===== src/core/ipn_defines.svh =====
/*
 * Offsets, field positions, reset values and sizes of the interrupt
 * priority nesting controller.
 * Assumes it is included by its bare name after the package.
 */
`ifndef IPN_DEFINES_SVH
`define IPN_DEFINES_SVH

`define IPN_NUM_SRC        16
`define IPN_NUM_LVL_REGS   4
`define IPN_STACK_DEPTH    4
`define IPN_OFF_CSR        12'h000
`define IPN_OFF_STACK      12'h004
`define IPN_OFF_INT_STAT   12'h008
`define IPN_OFF_INT_MASK   12'h00c
`define IPN_OFF_LVL0       12'h010
`define IPN_CSR_MASK_LO    0
`define IPN_CSR_PULL_BIT   3
`define IPN_CSR_FULL_BIT   4
`define IPN_CSR_EMPTY_BIT  5
`define IPN_CSR_STOP3_BIT  6
`define IPN_CSR_EN_BIT     7
`define IPN_EVT_PUSH_BIT   0
`define IPN_EVT_LOST_BIT   1
`define IPN_EVT_UNDER_BIT  2
`define IPN_RST_MASK       2'h0
`define IPN_RST_STACK      8'h00
`define IPN_RST_INT_MASK   3'h0

`endif


===== src/core/ipn_pkg.sv =====
/*
 * Types of the interrupt priority nesting controller.
 * Assumes nothing beyond the defines header.
 */
package ipn_pkg;

    typedef logic [1:0] ipn_lvl_t;

    typedef struct packed {
        logic        psel;
        logic        penable;
        logic        pwrite;
        logic [11:0] paddr;
        logic [31:0] pwdata;
    } ipn_apb_req_s;

    typedef struct packed {
        logic [31:0] prdata;
        logic        pready;
        logic        pslverr;
    } ipn_apb_rsp_s;

    typedef struct packed {
        logic [15:0][1:0] src_level;
        ipn_lvl_t         current_mask;
        logic [7:0]       mask_pseudo_stack;
        logic [2:0]       depth;
        logic             ctrl_enable_bit;
        logic             stop3_mode;
        logic [2:0]       int_stat;
        logic [2:0]       int_mask;
        logic [31:0]      prdata;
        logic             pslverr;
        logic             pready;
    } ipn_state_s;

endpackage : ipn_pkg


===== src/core/ipn_priority_nesting_ctrl.sv =====
/*
 * Interrupt priority nesting controller: per-source levels, mask
 * comparison, vector-fetch mask push and software pull, over APB.
 * Assumes synchronous source requests and a vector fetch pulse with the
 * index of the source being vectored, all on core_clk_in.
 */
// What this block does
// - Each source holds a two-bit level, three highest, zero lowest.
// - Software may read and write source levels at any time.
// - When enabled, a request passes only if level is at least mask.
// - In stop3 mode the comparison uses zero instead of the mask.
// - When disabled, each request passes straight to the CPU.
// - Levels do not alter the CPU's own fixed arbitration order.
// - When enabled, on vector fetch the mask loads the vectored source's level.
// - The old mask shifts into a four-entry pseudo stack on an enabled fetch.
// - Writing one to pull restores mask from the newest stack entry.
// - Full flag sets once the last stack position is written.
// - Empty flag sets once every stored value has been pulled.
// - Current mask sits in the low two control register bits.
// - Only synchronous requests enter; wake-up signals bypass it.
// - A masked pin request still shows its level for branch tests.
// - Nesting while full discards the oldest, lowest stack entry.
// - Each pull shifts zeros into stack bits one and zero.
// - Mask writes never push; a simultaneous fetch wins over a pull when enabled.
`include "ipn_defines.svh"

module ipn_priority_nesting_ctrl
    import ipn_pkg::*;
(
    // Clock and reset.
    input  wire logic                      core_clk_in,
    input  wire logic                      reset_in,
    // APB slave.
    input  wire ipn_apb_req_s              apb_req_in,
    output ipn_apb_rsp_s                   apb_rsp_out,
    // Interrupt sources and CPU side.
    input  wire logic [`IPN_NUM_SRC-1:0]   src_request_in,
    input  wire logic                      vector_fetch_in,
    input  wire logic [3:0]                vector_src_in,
    input  wire logic                      pin_level_in,
    output logic      [`IPN_NUM_SRC-1:0]   cpu_request_out,
    output logic                           pin_level_out,
    // Event interrupt.
    output logic                           irq_out
);

    ipn_state_s s_q;
    ipn_state_s s_d;

    logic       acc;
    logic       prep;
    logic       wr;
    logic       rd;
    logic       pull;
    logic       push;
    logic       stack_full_flag;
    logic       stack_empty_flag;
    logic [1:0] cmp_mask;
    logic [7:0] csr_val;
    logic [3:0] lvl_idx;

    // Access completes once the registered ready is high.
    assign acc  = apb_req_in.psel && apb_req_in.penable && s_q.pready;
    // The first access cycle prepares the answer for the next one.
    assign prep = apb_req_in.psel && apb_req_in.penable && !s_q.pready;
    assign wr   = acc && apb_req_in.pwrite;
    assign rd   = prep && !apb_req_in.pwrite;

    assign stack_full_flag  = (s_q.depth == 3'(`IPN_STACK_DEPTH));
    assign stack_empty_flag = (s_q.depth == 3'h0);

    assign cmp_mask = s_q.stop3_mode ? 2'h0 : s_q.current_mask;

    assign csr_val = {s_q.ctrl_enable_bit, s_q.stop3_mode,
                      stack_empty_flag, stack_full_flag, 2'h0,
                      s_q.current_mask};

    assign pull = wr && (apb_req_in.paddr == `IPN_OFF_CSR)
                  && apb_req_in.pwdata[`IPN_CSR_PULL_BIT];
    assign push = vector_fetch_in && s_q.ctrl_enable_bit;

    always_comb begin
        for (int i = 0; i < `IPN_NUM_SRC; i++) begin
            if (!s_q.ctrl_enable_bit) begin
                cpu_request_out[i] = src_request_in[i];
            end else begin
                cpu_request_out[i] = src_request_in[i]
                                     && (s_q.src_level[i] >= cmp_mask);
            end
        end
    end

    assign pin_level_out = pin_level_in;

    always_comb begin
        s_d         = s_q;
        s_d.prdata  = 32'h0000_0000;
        s_d.pslverr = 1'b0;
        s_d.pready  = prep;
        lvl_idx     = 4'h0;

        if (wr && apb_req_in.paddr >= `IPN_OFF_LVL0
               && apb_req_in.paddr < `IPN_OFF_LVL0 + 12'h010) begin
            lvl_idx = {apb_req_in.paddr[3:2], 2'h0};
            for (int k = 0; k < 4; k++) begin
                s_d.src_level[lvl_idx + 4'(k)] =
                    apb_req_in.pwdata[2*k +: 2];
            end
        end

        if (wr && apb_req_in.paddr == `IPN_OFF_CSR) begin
            s_d.ctrl_enable_bit =
                apb_req_in.pwdata[`IPN_CSR_EN_BIT];
            s_d.stop3_mode = apb_req_in.pwdata[`IPN_CSR_STOP3_BIT];
            s_d.current_mask = apb_req_in.pwdata[1:0];
        end
        if (wr && apb_req_in.paddr == `IPN_OFF_INT_MASK) begin
            s_d.int_mask = apb_req_in.pwdata[2:0];
        end
        if (wr && apb_req_in.paddr == `IPN_OFF_INT_STAT) begin
            s_d.int_stat = s_q.int_stat & ~apb_req_in.pwdata[2:0];
        end

        if (push) begin
            s_d.current_mask = s_q.src_level[vector_src_in];
            s_d.mask_pseudo_stack = {s_q.current_mask,
                                     s_q.mask_pseudo_stack[7:2]};
            if (!stack_full_flag) begin
                s_d.depth = s_q.depth + 3'h1;
            end else begin
                s_d.int_stat[`IPN_EVT_LOST_BIT] = 1'b1;
            end
            s_d.int_stat[`IPN_EVT_PUSH_BIT] = 1'b1;
        end else if (pull) begin
            s_d.current_mask = s_q.mask_pseudo_stack[7:6];
            s_d.mask_pseudo_stack = {s_q.mask_pseudo_stack[5:0], 2'h0};
            if (!stack_empty_flag) begin
                s_d.depth = s_q.depth - 3'h1;
            end else begin
                s_d.int_stat[`IPN_EVT_UNDER_BIT] = 1'b1;
            end
        end

        if (rd) begin
            unique case (apb_req_in.paddr)
                `IPN_OFF_CSR:      s_d.prdata = {24'h0, csr_val};
                `IPN_OFF_STACK:    s_d.prdata = {24'h0,
                                       s_q.mask_pseudo_stack};
                `IPN_OFF_INT_STAT: s_d.prdata = {29'h0, s_q.int_stat};
                `IPN_OFF_INT_MASK: s_d.prdata = {29'h0, s_q.int_mask};
                default: begin
                    if (apb_req_in.paddr >= `IPN_OFF_LVL0
                        && apb_req_in.paddr < `IPN_OFF_LVL0 + 12'h010)
                    begin
                        lvl_idx = {apb_req_in.paddr[3:2], 2'h0};
                        s_d.prdata = {24'h0,
                            s_q.src_level[lvl_idx + 4'h3],
                            s_q.src_level[lvl_idx + 4'h2],
                            s_q.src_level[lvl_idx + 4'h1],
                            s_q.src_level[lvl_idx]};
                    end else begin
                        s_d.pslverr = 1'b1;
                    end
                end
            endcase
        end else if (prep && apb_req_in.pwrite
                    && !(apb_req_in.paddr == `IPN_OFF_CSR
                    || apb_req_in.paddr == `IPN_OFF_INT_STAT
                    || apb_req_in.paddr == `IPN_OFF_INT_MASK
                    || (apb_req_in.paddr >= `IPN_OFF_LVL0
                    && apb_req_in.paddr < `IPN_OFF_LVL0 + 12'h010))) begin
            s_d.pslverr = 1'b1;
        end
    end

    always_ff @(posedge core_clk_in) begin
        if (reset_in) begin
            s_q <= '0;
            s_q.current_mask <= `IPN_RST_MASK;
            s_q.mask_pseudo_stack <= `IPN_RST_STACK;
            s_q.int_mask <= `IPN_RST_INT_MASK;
        end else begin
            s_q <= s_d;
        end
    end

    // Ready and answer rise together one cycle into the access phase.
    assign apb_rsp_out.prdata  = s_q.prdata;
    assign apb_rsp_out.pslverr = s_q.pslverr;
    assign apb_rsp_out.pready  = s_q.pready;

    // Level interrupt from the unmasked event bits.
    assign irq_out = |(s_q.int_stat & s_q.int_mask);
endmodule : ipn_priority_nesting_ctrl


===== config.mk =====
export PLATFORM = sky130hd
export DESIGN_NAME = ipn_priority_nesting_ctrl
export DESIGN_NICKNAME = d
export VERILOG_FILES = /design/src/core/ipn_pkg.sv /design/src/core/ipn_priority_nesting_ctrl.sv
export VERILOG_INCLUDE_DIRS = /design/src /design/src/core
export SDC_FILE = /design/constraint.sdc
export NUM_CORES = 1
export LEC_CHECK = 0
export BUFFER_PORTS_ARGS = -buffer_cell sky130_fd_sc_hd__buf_2
export CORE_ASPECT_RATIO = 1.1
export CORE_MARGIN = 3
export CORE_UTILIZATION = 50
export CTS_CLUSTER_DIAMETER = 200
export CTS_CLUSTER_SIZE = 12
export DETAILED_ROUTE_END_ITERATION = 6
export PLACE_DENSITY = 0.77
export SLEW_MARGIN = 20
export SYNTH_ARGS = -nofsm -noshare
export SYNTH_HDL_FRONTEND = slang
export SYNTH_SLANG_ARGS = --single-unit

===== constraint.sdc =====
create_clock -name core_clk_in -period 3.72 [get_ports core_clk_in]
set_clock_uncertainty 0.2 [all_clocks]
set_input_delay 0.372 -clock core_clk_in [delete_from_list [all_inputs] [get_ports core_clk_in]]
set_output_delay 0.372 -clock core_clk_in [all_outputs]
set_load 0.005 [all_outputs]

==> summary.txt, run 1 <==
Critical path
  • Cell Chain, Critical Path: nand2b_1 -> ha_1 -> o21ai_0 -> a31oi_1 -> buf_2
  • Slowest-stage cell, CP: nand2b_1
  • CP Launch Type: flip-flop
  • Reg2reg end: s_q[51]$_SDFFE_PP0P_
  • Reg2Reg Depth: 5
  • Worst r2r src: apb_rsp_out[1]$_SDFF_PP0_
  • Req. time, crit path: 3.15 ns
  • Critical-path maximum fanout: 16
  • Crit path DAT: 2.16 ns
  • Critical Path End Type: primary output
  • Crit Path Class: flip-flop to primary output
  • CP peak stage delay: 0.57 ns
  • R2r setup slk: 1.15 ns

Logic synthesis
  • Post-synth EDFFs: 0
  • Mapped cell area: 4250 µm²
  • Cells after synthesis: 497
  • Ys flop type: dfxtp_1
  • Register bit count reported by yosys: 63
  • Register area share after synthesis: 29.7%
  • Syn_area_per_cell: 8.55 µm²
  • Asr flop ratio synth: 0%
  • Yosys cell types: 41
  • Warning count from the yosys run: 0

Global route
  • Initial antenna violation count: 0
  • Vias in the first global route: 3,417
  • Largest net degree at the start of global routing: 49
  • Grt total ovfl: 0
  • Total GRT Usage: 23.1%
  • Global-route wire length before repair: 17,300 µm

Layout
  • N_diodes: 0
  • Commonest non-fill, non-tap cell in the layout: buf_2
  • Multi-input logic area: 2440 µm²
  • Reg area: 1260 µm²
  • Nets: 654
  • Fraction of layout cells with a size suffix above 1: 21.7%
  • Most frequent cells in the layout: 72 x buf_2, 71 x inv_1, 63 x dfxtp_1, 43 x o21ai_0, 40 x nor2_1
  • Fill cell count: 728
  • P&R area growth vs syn: 10.7%

Run
  • MaxCap Viol Count: 0

Worst hold path
  • Min-Delay Endpoint: apb_rsp_out[1]$_SDFF_PP0_
  • Hold WC Path Type: input pin to flip-flop
  • Hold Path Origin: apb_req_in[45]
  • WHS Path Cells: 3

Clock network
  • Setup Fix Bufs, Post-CTS: 0
  • Root buf cell: clkbuf_8
  • Worst-path clk slew: 0.07 ns
  • CTS sink count: 63
  • Clock Path Buffers: 2
  • CTS tree: built
  • Cts hold-fix bufs: 0
  • CTS H-tree depth: 3
  • Clock latency on the worst-skew pair: 0.34 ns
  • TritonCTS Buffers: 9
  • Post_cts resized: 0

Floorplanning
  • Die height: 103 µm
  • Core Area: 8080 µm²
  • Width of the die: 93.9 µm
  • Initial Util: 52.6%
  • Num rows: 34
  • Ports: 123
  • Die ar.: 9640 µm²

Place
  • # port buffers: 72
  • Post-DP HPWL: 7730 µm
  • Gpl congestion: 0.890

Routing
  • Routed Antenna Nets: 0
  • Pre-antenna DRT Iters: 5
  • Routed vias: 3,662
  • Iter 0 DRT Violations: 326
  • Routed WL: 10,800 µm
  • Drt wl/cell: 16.3 µm
  • Vias per cell: 5.54
  • DRC: 0

STA
  • Peak Freq: 366 MHz
  • Final Hold Viols: 0
  • Post-layout minimum cycle time: 2.73 ns
  • Final period utilization: 73.5%
  • Slew HR: 42.9%
  • RSZ-0062 raised after global routing: false
  • Slew @ Worst Pin: 0.857 ns
  • Setup TNS: 0 ns
  • Setup violations, final: 0
  • Max Slew Vio Count: 0

Power and ir drop
  • Total Power: 0.00140 W
  • Pleak: 1.96 nW
  • Pwr/cell area: 298 nW/µm²
  • Peak VDD IR: 198 µV

Outcome
  • Status: finished clean
how the worst max path moves through the flow:
stage                            start                   end  slack (ns)
6_report       csr_val[6]$_SDFFE_PP0P_    cpu_request_out[9]        0.99
5_1_grt        csr_val[6]$_SDFFE_PP0P_    cpu_request_out[0]        0.86
4_1_cts        csr_val[6]$_SDFFE_PP0P_    cpu_request_out[0]        0.97
3_5_place_dp            apb_req_in[44]  s_q[51]$_SDFFE_PP0P_        1.02
3_3_place_gp            apb_req_in[46]  s_q[52]$_SDFFE_PP0P_        1.09
2_1_floorplan  csr_val[0]$_SDFFE_PP0P_   cpu_request_out[13]        1.54
report_power, final:
| part | leakage [nW] | switching [W] | internal [W] |
|---|---|---|---|
| Clock | 0.109 | 0.000264 | 0.000363 |
| Sequential | 0.507 | 0.000000415 | 0.000675 |
| Combinational | 1.34 | 0.0000617 | 0.0000402 |
| Total | 1.96 | 0.000326 | 0.00108 |
cell families after synthesis:
family	synth area share, %
flops	29.7
compound gates	15.2
other cells	0.0882
mux	17.9
buf+inv	15.0
xor+xnor	0.206
simple gates	11.6
fa+ha+maj	10.3
state kept, by name, summed over array words and instances, names as in the netlist:
signal,cells
apb_rsp_out,10
csr_val,4
s_q,49
synthesized netlist by cell type, types with 7 or more instances:
| cell type | instances | area, µm² |
|---|---|---|
| a21oi_1 | 35 | 175 |
| nand2_1 | 26 | 97.6 |
| a22oi_1 | 7 | 52.6 |
| mux2i_1 | 31 | 310 |
| nor2_1 | 40 | 150 |
| nand3_1 | 9 | 45.0 |
| buf_4 | 36 | 270 |
| o21ai_0 | 43 | 215 |
| ha_1 | 35 | 438 |
| clkbuf_1 | 16 | 60.1 |
| mux4_2 | 18 | 405 |
| a31oi_1 | 18 | 113 |
| dfxtp_1 | 63 | 1260 |
| inv_1 | 71 | 267 |
critical path, delay by kind of cell (launching register included):
kind	cells	cell delay (ns)
adders and majority gates	1	0.51
DFF	1	0.35
AOI/OAI and AO/OA	2	0.25
buffers and inverters	1	0.13
and+or+nand+nor	1	0.57
per-stage QoR:
stage,instances,hold WS (ns),worst slack [ns],util [%],instance area (µm²)
detailed placement,645,0.257,1.02,55.6,4500
finish,661,0.0923,0.987,58.2,4710
CTS,661,0.0845,0.968,58.2,4710
global route,661,0.108,0.856,58.2,4710
global placement,645,0.251,1.09,55.6,4500
floorplan,520,0.238,1.54,-,4340
area by class of cell:
class                   count  area share [%]
repair buffers             77            8.46
flip-flops and latches     63            26.8
clock inverters             3           0.851
clock buffers              13            3.59
multi-input cells         326            51.8
well taps                 108            2.87
inverters                  71            5.66
metal layers:
layer	vias to the layer above	wire (µm)	track usage, %
met5	-	0	0
met4	0	280	8.67
met3	20	634	4.60
met2	142	5350	38.9
met1	1737	4530	29.4
li1	1763	-	-
Power figures use the tool's default switching activity.
==> run 2, diff against run 1 <==
==> constraint.sdc (replaced) <==
create_clock -name core_clk_in -period 2.75 [get_ports core_clk_in]
set_clock_uncertainty 0.2 [all_clocks]
set_input_delay 0.275 -clock core_clk_in [delete_from_list [all_inputs] [get_ports core_clk_in]]
set_output_delay 0.275 -clock core_clk_in [all_outputs]
set_load 0.005 [all_outputs]
==> run 2 against run 1 <==
Compared with the run above:
- clock power is 21% higher
- global-route usage is 0.32 points higher
- core utilization is 1.1 points higher
- cell count is 1.8% higher
- via count is 4.5% higher
- setup slack worse by 0.69 ns
- first-iteration DRC count is 6.7% lower
- count of clock-buffer cells in the layout is 1 lower
- sequential power is 35% higher
- routed wire length is 1.9% higher
- non-clock buffer count is 13 higher
- sequential share of layout area is 0.48 points lower
- critical path type unchanged
==> summary.txt, run 2 (synthesis results as in run 1) <==
Place
  • # port buffers: 72
  • Gpl congestion: 0.901
  • Dpl cells: 653
  • Post-DP HPWL: 8050 µm

Layout
  • N_diodes: 0
  • P&R area growth vs syn: 12.7%
  • Nets: 667
  • Fill cell count: 730
  • Post-Layout Cell Count: 673
  • Fraction of layout cells with a size suffix above 1: 22.8%
  • Top reg by flops: s_q
  • Commonest non-fill, non-tap cell in the layout: buf_2
  • Most frequent cells in the layout: 72 x buf_2, 71 x inv_1, 63 x dfxtp_1, 43 x o21ai_0, 40 x nor2_1
  • Largest register FFs: 49

Critical path
  • WP depth: 5
  • CP endpoint: cpu_request_out[14]
  • Top delay family on crit path: simple AND/OR/NAND/NOR gates
  • Critical Path End Type: primary output
  • Reg2Reg Depth: 6
  • Worst r2r src: apb_rsp_out[1]$_SDFF_PP0_
  • Critical path buffer and inverter count: 1
  • Crit Path Class: flip-flop to primary output
  • Crit path DAT: 1.98 ns
  • Cell Chain, Critical Path: nand2b_2 -> ha_1 -> o21ai_0 -> a31oi_1 -> buf_2
  • Critical-path maximum fanout: 16
  • R2r setup slk: 0.60 ns
  • Reg2reg end: s_q[44]$_SDFFE_PP0P_
  • Critical Path Source: csr_val[6]$_SDFFE_PP0P_
  • CP peak stage delay: 0.43 ns
  • CP Launch Type: flip-flop
  • Slowest-stage cell, CP: nand2b_2
  • Req. time, crit path: 2.28 ns

Routing
  • Routed Antenna Nets: 0
  • Pre-antenna DRT Iters: 5
  • Drt wl/cell: 16.4 µm
  • DRC: 0
  • Iter 0 DRT Violations: 304
  • Vias per cell: 5.68
  • Routed WL: 11,000 µm
  • Routed vias: 3,826

Floorplanning
  • Die ar.: 9640 µm²
  • Core Area: 8080 µm²
  • Ports: 123
  • Width of the die: 93.9 µm
  • Initial Util: 52.6%
  • Num rows: 34
  • Die height: 103 µm

Clock network
  • Clock latency on the worst-skew pair: 0.35 ns
  • CTS tree: built
  • Root buf cell: clkbuf_8
  • CTS H-tree depth: 3
  • CTS sink count: 63
  • Worst-path clk slew: 0.07 ns
  • TritonCTS Buffers: 9
  • Setup Fix Bufs, Post-CTS: 0
  • Clock Path Buffers: 2

Global route
  • Grt total ovfl: 0
  • Total GRT Usage: 23.4%
  • Initial antenna violation count: 0
  • Global-route wire length before repair: 17,500 µm
  • Vias in the first global route: 3,609
  • Largest net degree at the start of global routing: 47

Run
  • MaxCap Viol Count: 0

STA
  • Final period utilization: 89.4%
  • Slew HR: 57.3%
  • Slew @ Worst Pin: 0.639 ns
  • Final Hold Viols: 0
  • Setup violations, final: 0
  • Max Slew Vio Count: 0
  • RSZ-0062 raised after global routing: false
  • Fin Hold WS: 0.0335 ns
  • Post-layout minimum cycle time: 2.46 ns
  • Peak Freq: 407 MHz
  • Setup TNS: 0 ns

Power and ir drop
  • Pleak: 2.01 nW
  • Pwr/cell area: 379 nW/µm²
  • Total Power: 0.00182 W
  • Peak VDD IR: 250 µV

Worst hold path
  • Hold WC Path Type: input pin to flip-flop
  • Hold Path Origin: apb_req_in[6]

Outcome
  • Status: finished clean
==> run 2: changes by cell type in the layout (fill, tap and decap cells not counted) <==
| cell | before | now |
|---|---|---|
| buf_4 | 5 | 13 |
| nand2b_2 | 0 | 1 |
| nand2b_1 | 3 | 2 |
| clkbuf_1 | 1 | 0 |
| dlygate4sd3_1 | 0 | 5 |
| bufinv_16 | 1 | 0 |
| clkinvlp_4 | 0 | 1 |
==> run 2: cell type report <==
class	instances	area [µm²]	area share (%)
Timing Repair Buffer	90	508	10.6
Tap cell	108	135	2.82
Clock inverter	3	17.5	0.366
Multi-Input combinational cell	326	2440	50.9
Sequential cell	63	1260	26.3
Clock buffer	12	165	3.45
Inverter	71	267	5.56
==> run 2: worst min path at each step <==
stage          cells past startpoint  slack [ns]                        end
2_1_floorplan                      1        0.17  apb_rsp_out[1]$_SDFF_PP0_
3_3_place_gp                       1        0.26  apb_rsp_out[1]$_SDFF_PP0_
3_5_place_dp                       1        0.26  apb_rsp_out[1]$_SDFF_PP0_
4_1_cts                            3        0.02       s_q[85]$_SDFFE_PP0P_
5_1_grt                            3        0.04       s_q[85]$_SDFFE_PP0P_
6_report                           3        0.03       s_q[85]$_SDFFE_PP0P_
==> run 2: what timing repair did <==
item | in CTS | in global routing
hold buffers | 5 | 0
endpoints found under the hold margin | 5 | 0
setup endpoints to repair | 0 | 7
resized for setup | 0 | 1
==> run 2: worst min-delay path, cell delays in order <==
cell and delay, ns:
buf_2 0.14, nand2_1 0.06, a21oi_1 0.05
==> run 2: stage by stage <==
stage                     instance area [µm²]  setup slack, ns  utilization (%)
after detailed placement                 4560            0.389             56.4
after CTS                                4790           0.0351             59.3
after global placement                   4560            0.441             56.4
final                                    4790            0.293             59.3
after global routing                     4790            0.209             59.3
after floorplan                          4340            0.670                -
==> run 2: routing by layer <==
metal | routed length [µm] | global-route usage (%) | up-vias
met5 | 0 | 0 | -
met4 | 291 | 8.78 | 0
met3 | 808 | 4.45 | 28
met2 | 5550 | 41.4 | 179
met1 | 4350 | 28.4 | 1835
li1 | - | - | 1784
==> run 2: where the power goes <==
| group | leakage [nW] | total (W) | switching, W | internal [W] |
|---|---|---|---|---|
| sequential | 0.507 | 0.000914 | 0.000000579 | 0.000913 |
| clock | 0.0942 | 0.000757 | 0.000364 | 0.000393 |
| combinational | 1.41 | 0.000147 | 0.0000868 | 0.0000599 |
| total | 2.01 | 0.00182 | 0.000452 | 0.00137 |
==> run 3, diff against run 2 <==
--- a/config.mk
+++ b/config.mk
@@ -13,6 +13,7 @@
 export CTS_CLUSTER_DIAMETER = 200
 export CTS_CLUSTER_SIZE = 12
 export DETAILED_ROUTE_END_ITERATION = 6
+export MAX_ROUTING_LAYER = met4
 export PLACE_DENSITY = 0.77
 export SLEW_MARGIN = 20
 export SYNTH_ARGS = -nofsm -noshare
==> run 3 against run 2 <==
Compared with the run above:
- hold slack got worse by 0.00051 ns
- non-clock buffer count unchanged
- first-iteration DRC count decreased by 18%
- critical path type unchanged
==> summary.txt, run 3 (synthesis results as in run 1) <==
Global route
  • Global-route wire length before repair: 17,500 µm
  • Vias in the first global route: 3,610
  • Initial antenna violation count: 0
  • Global-route track usage on met3: 4.31%
  • GRT met1 Usage: 28.4%
  • Grt total ovfl: 0
  • Busiest grt layer: met2
  • Total GRT Usage: 24.1%
  • Largest net degree at the start of global routing: 47
  • Grt met2 use: 41.4%

STA
  • Slew HR: 58.3%
  • Final period utilization: 89.4%
  • Setup TNS: 0 ns
  • Slew @ Worst Pin: 0.624 ns
  • Setup violations, final: 0
  • Post-layout minimum cycle time: 2.46 ns
  • RSZ-0062 raised after global routing: false
  • Final Hold Viols: 0
  • Max Slew Vio Count: 0
  • Peak Freq: 407 MHz

Critical path
  • Critical-path maximum fanout: 16
  • Critical Path End Type: primary output
  • Req. time, crit path: 2.28 ns
  • Crit path DAT: 1.98 ns
  • CP Launch Type: flip-flop
  • Crit Path Class: flip-flop to primary output

Clock network
  • Root buf cell: clkbuf_8
  • Setup Fix Bufs, Post-CTS: 0
  • CTS sink count: 63
  • CTS H-tree depth: 3
  • CTS tree: built
  • Clock Path Buffers: 2
  • Worst-path clk slew: 0.07 ns
  • Clock latency on the worst-skew pair: 0.35 ns
  • TritonCTS Buffers: 9

Place
  • # port buffers: 72
  • Dpl cells: 653
  • Post-DP HPWL: 8050 µm
  • Gpl congestion: 0.917

Floorplanning
  • Core Area: 8080 µm²
  • Initial Util: 52.6%
  • Die height: 103 µm
  • Die ar.: 9640 µm²
  • Num rows: 34
  • Width of the die: 93.9 µm
  • Ports: 123

Power and ir drop
  • Peak VDD IR: 249 µV
  • Total Power: 0.00181 W
  • Pleak: 2.01 nW
  • Pwr/cell area: 379 nW/µm²

Layout
  • N_diodes: 0
  • Post-Layout Cell Count: 673
  • P&R area growth vs syn: 12.7%
  • Largest register FFs: 49
  • Commonest non-fill, non-tap cell in the layout: buf_2
  • Nets: 667
  • Fraction of layout cells with a size suffix above 1: 22.8%
  • Top reg by flops: s_q
  • Most frequent cells in the layout: 72 x buf_2, 71 x inv_1, 63 x dfxtp_1, 43 x o21ai_0, 40 x nor2_1
  • Reg area: 1260 µm²
  • Multi-input logic area: 2440 µm²
  • Fill cell count: 730

Worst hold path
  • Hold WC Path Type: input pin to flip-flop

Routing
  • Routed vias: 3,822
  • DRC: 0
  • Drt wl/cell: 16.2 µm
  • Routed Antenna Nets: 0
  • Vias per cell: 5.68
  • Iter 0 DRT Violations: 248
  • Routed WL: 10,900 µm
  • Pre-antenna DRT Iters: 5

Outcome
  • Status: finished clean

Run
  • MaxCap Viol Count: 0
-- run 3: cell counts in the layout (fill, tap and decap cells not counted) --
No cell type changed its count.
-- run 3: cell type report --
| type | instances | share of cell area [%] |
|---|---|---|
| multi-input cells | 326 | 50.9 |
| flip-flops and latches | 63 | 26.3 |
| clock inverters | 3 | 0.366 |
| clock buffers | 12 | 3.45 |
| repair buffers | 90 | 10.6 |
| inverters | 71 | 5.56 |
| well taps | 108 | 2.82 |
-- run 3: per-stage QoR --
| stage | hold WS [ns] | instance area, µm² | utilization (%) | worst slack (ns) |
|---|---|---|---|---|
| final | 0.0330 | 4790 | 59.3 | 0.290 |
| after global routing | 0.0469 | 4790 | 59.3 | 0.212 |
| after CTS | 0.0212 | 4790 | 59.3 | 0.0351 |
| after detailed placement | 0.261 | 4560 | 56.4 | 0.389 |
| after global placement | 0.257 | 4560 | 56.4 | 0.441 |
| after floorplan | 0.174 | 4340 | - | 0.670 |
-- run 3: report_power, final --
part | total, W | leakage [nW] | switching [W] | internal (W)
logic | 0.000146 | 1.41 | 0.0000862 | 0.0000599
registers | 0.000914 | 0.507 | 0.000000550 | 0.000913
clock network | 0.000755 | 0.0942 | 0.000362 | 0.000393
-- run 3: what timing repair did --
item                                    4_1_cts  5_1_grt
hold endpoints to repair                      5        0
endpoints found under the setup margin        0        7
hold buffers                                  5        0
gates resized for setup                       0        1
-- run 3: worst paths after layout --
path                             startpoint  depth (start not counted)              endpoint  slack (ns)
hold / removal                apb_req_in[6]                          3  s_q[85]$_SDFFE_PP0P_        0.03
setup / recovery    csr_val[6]$_SDFFE_PP0P_                          5   cpu_request_out[14]        0.29
hold reg to reg        s_q[47]$_SDFFE_PP0P_                          2  s_q[45]$_SDFFE_PP0P_        0.30
setup reg to reg  apb_rsp_out[1]$_SDFF_PP0_                          6  s_q[44]$_SDFFE_PP0P_        0.61
-- run 3: layer usage --
layer / vias up / routed length (µm)
li1: 1793 / -
met1: 1824 / 4330
met2: 181 / 5610
met3: 24 / 752
met4: 0 / 238
met5: - / 0
-- run 3: worst max-delay path, stage by stage, from the launching register on --
cell,delay (ns)
dfxtp_1,0.35
nand2b_2,0.43
ha_1,0.41
o21ai_0,0.10
a31oi_1,0.21
buf_2,0.14
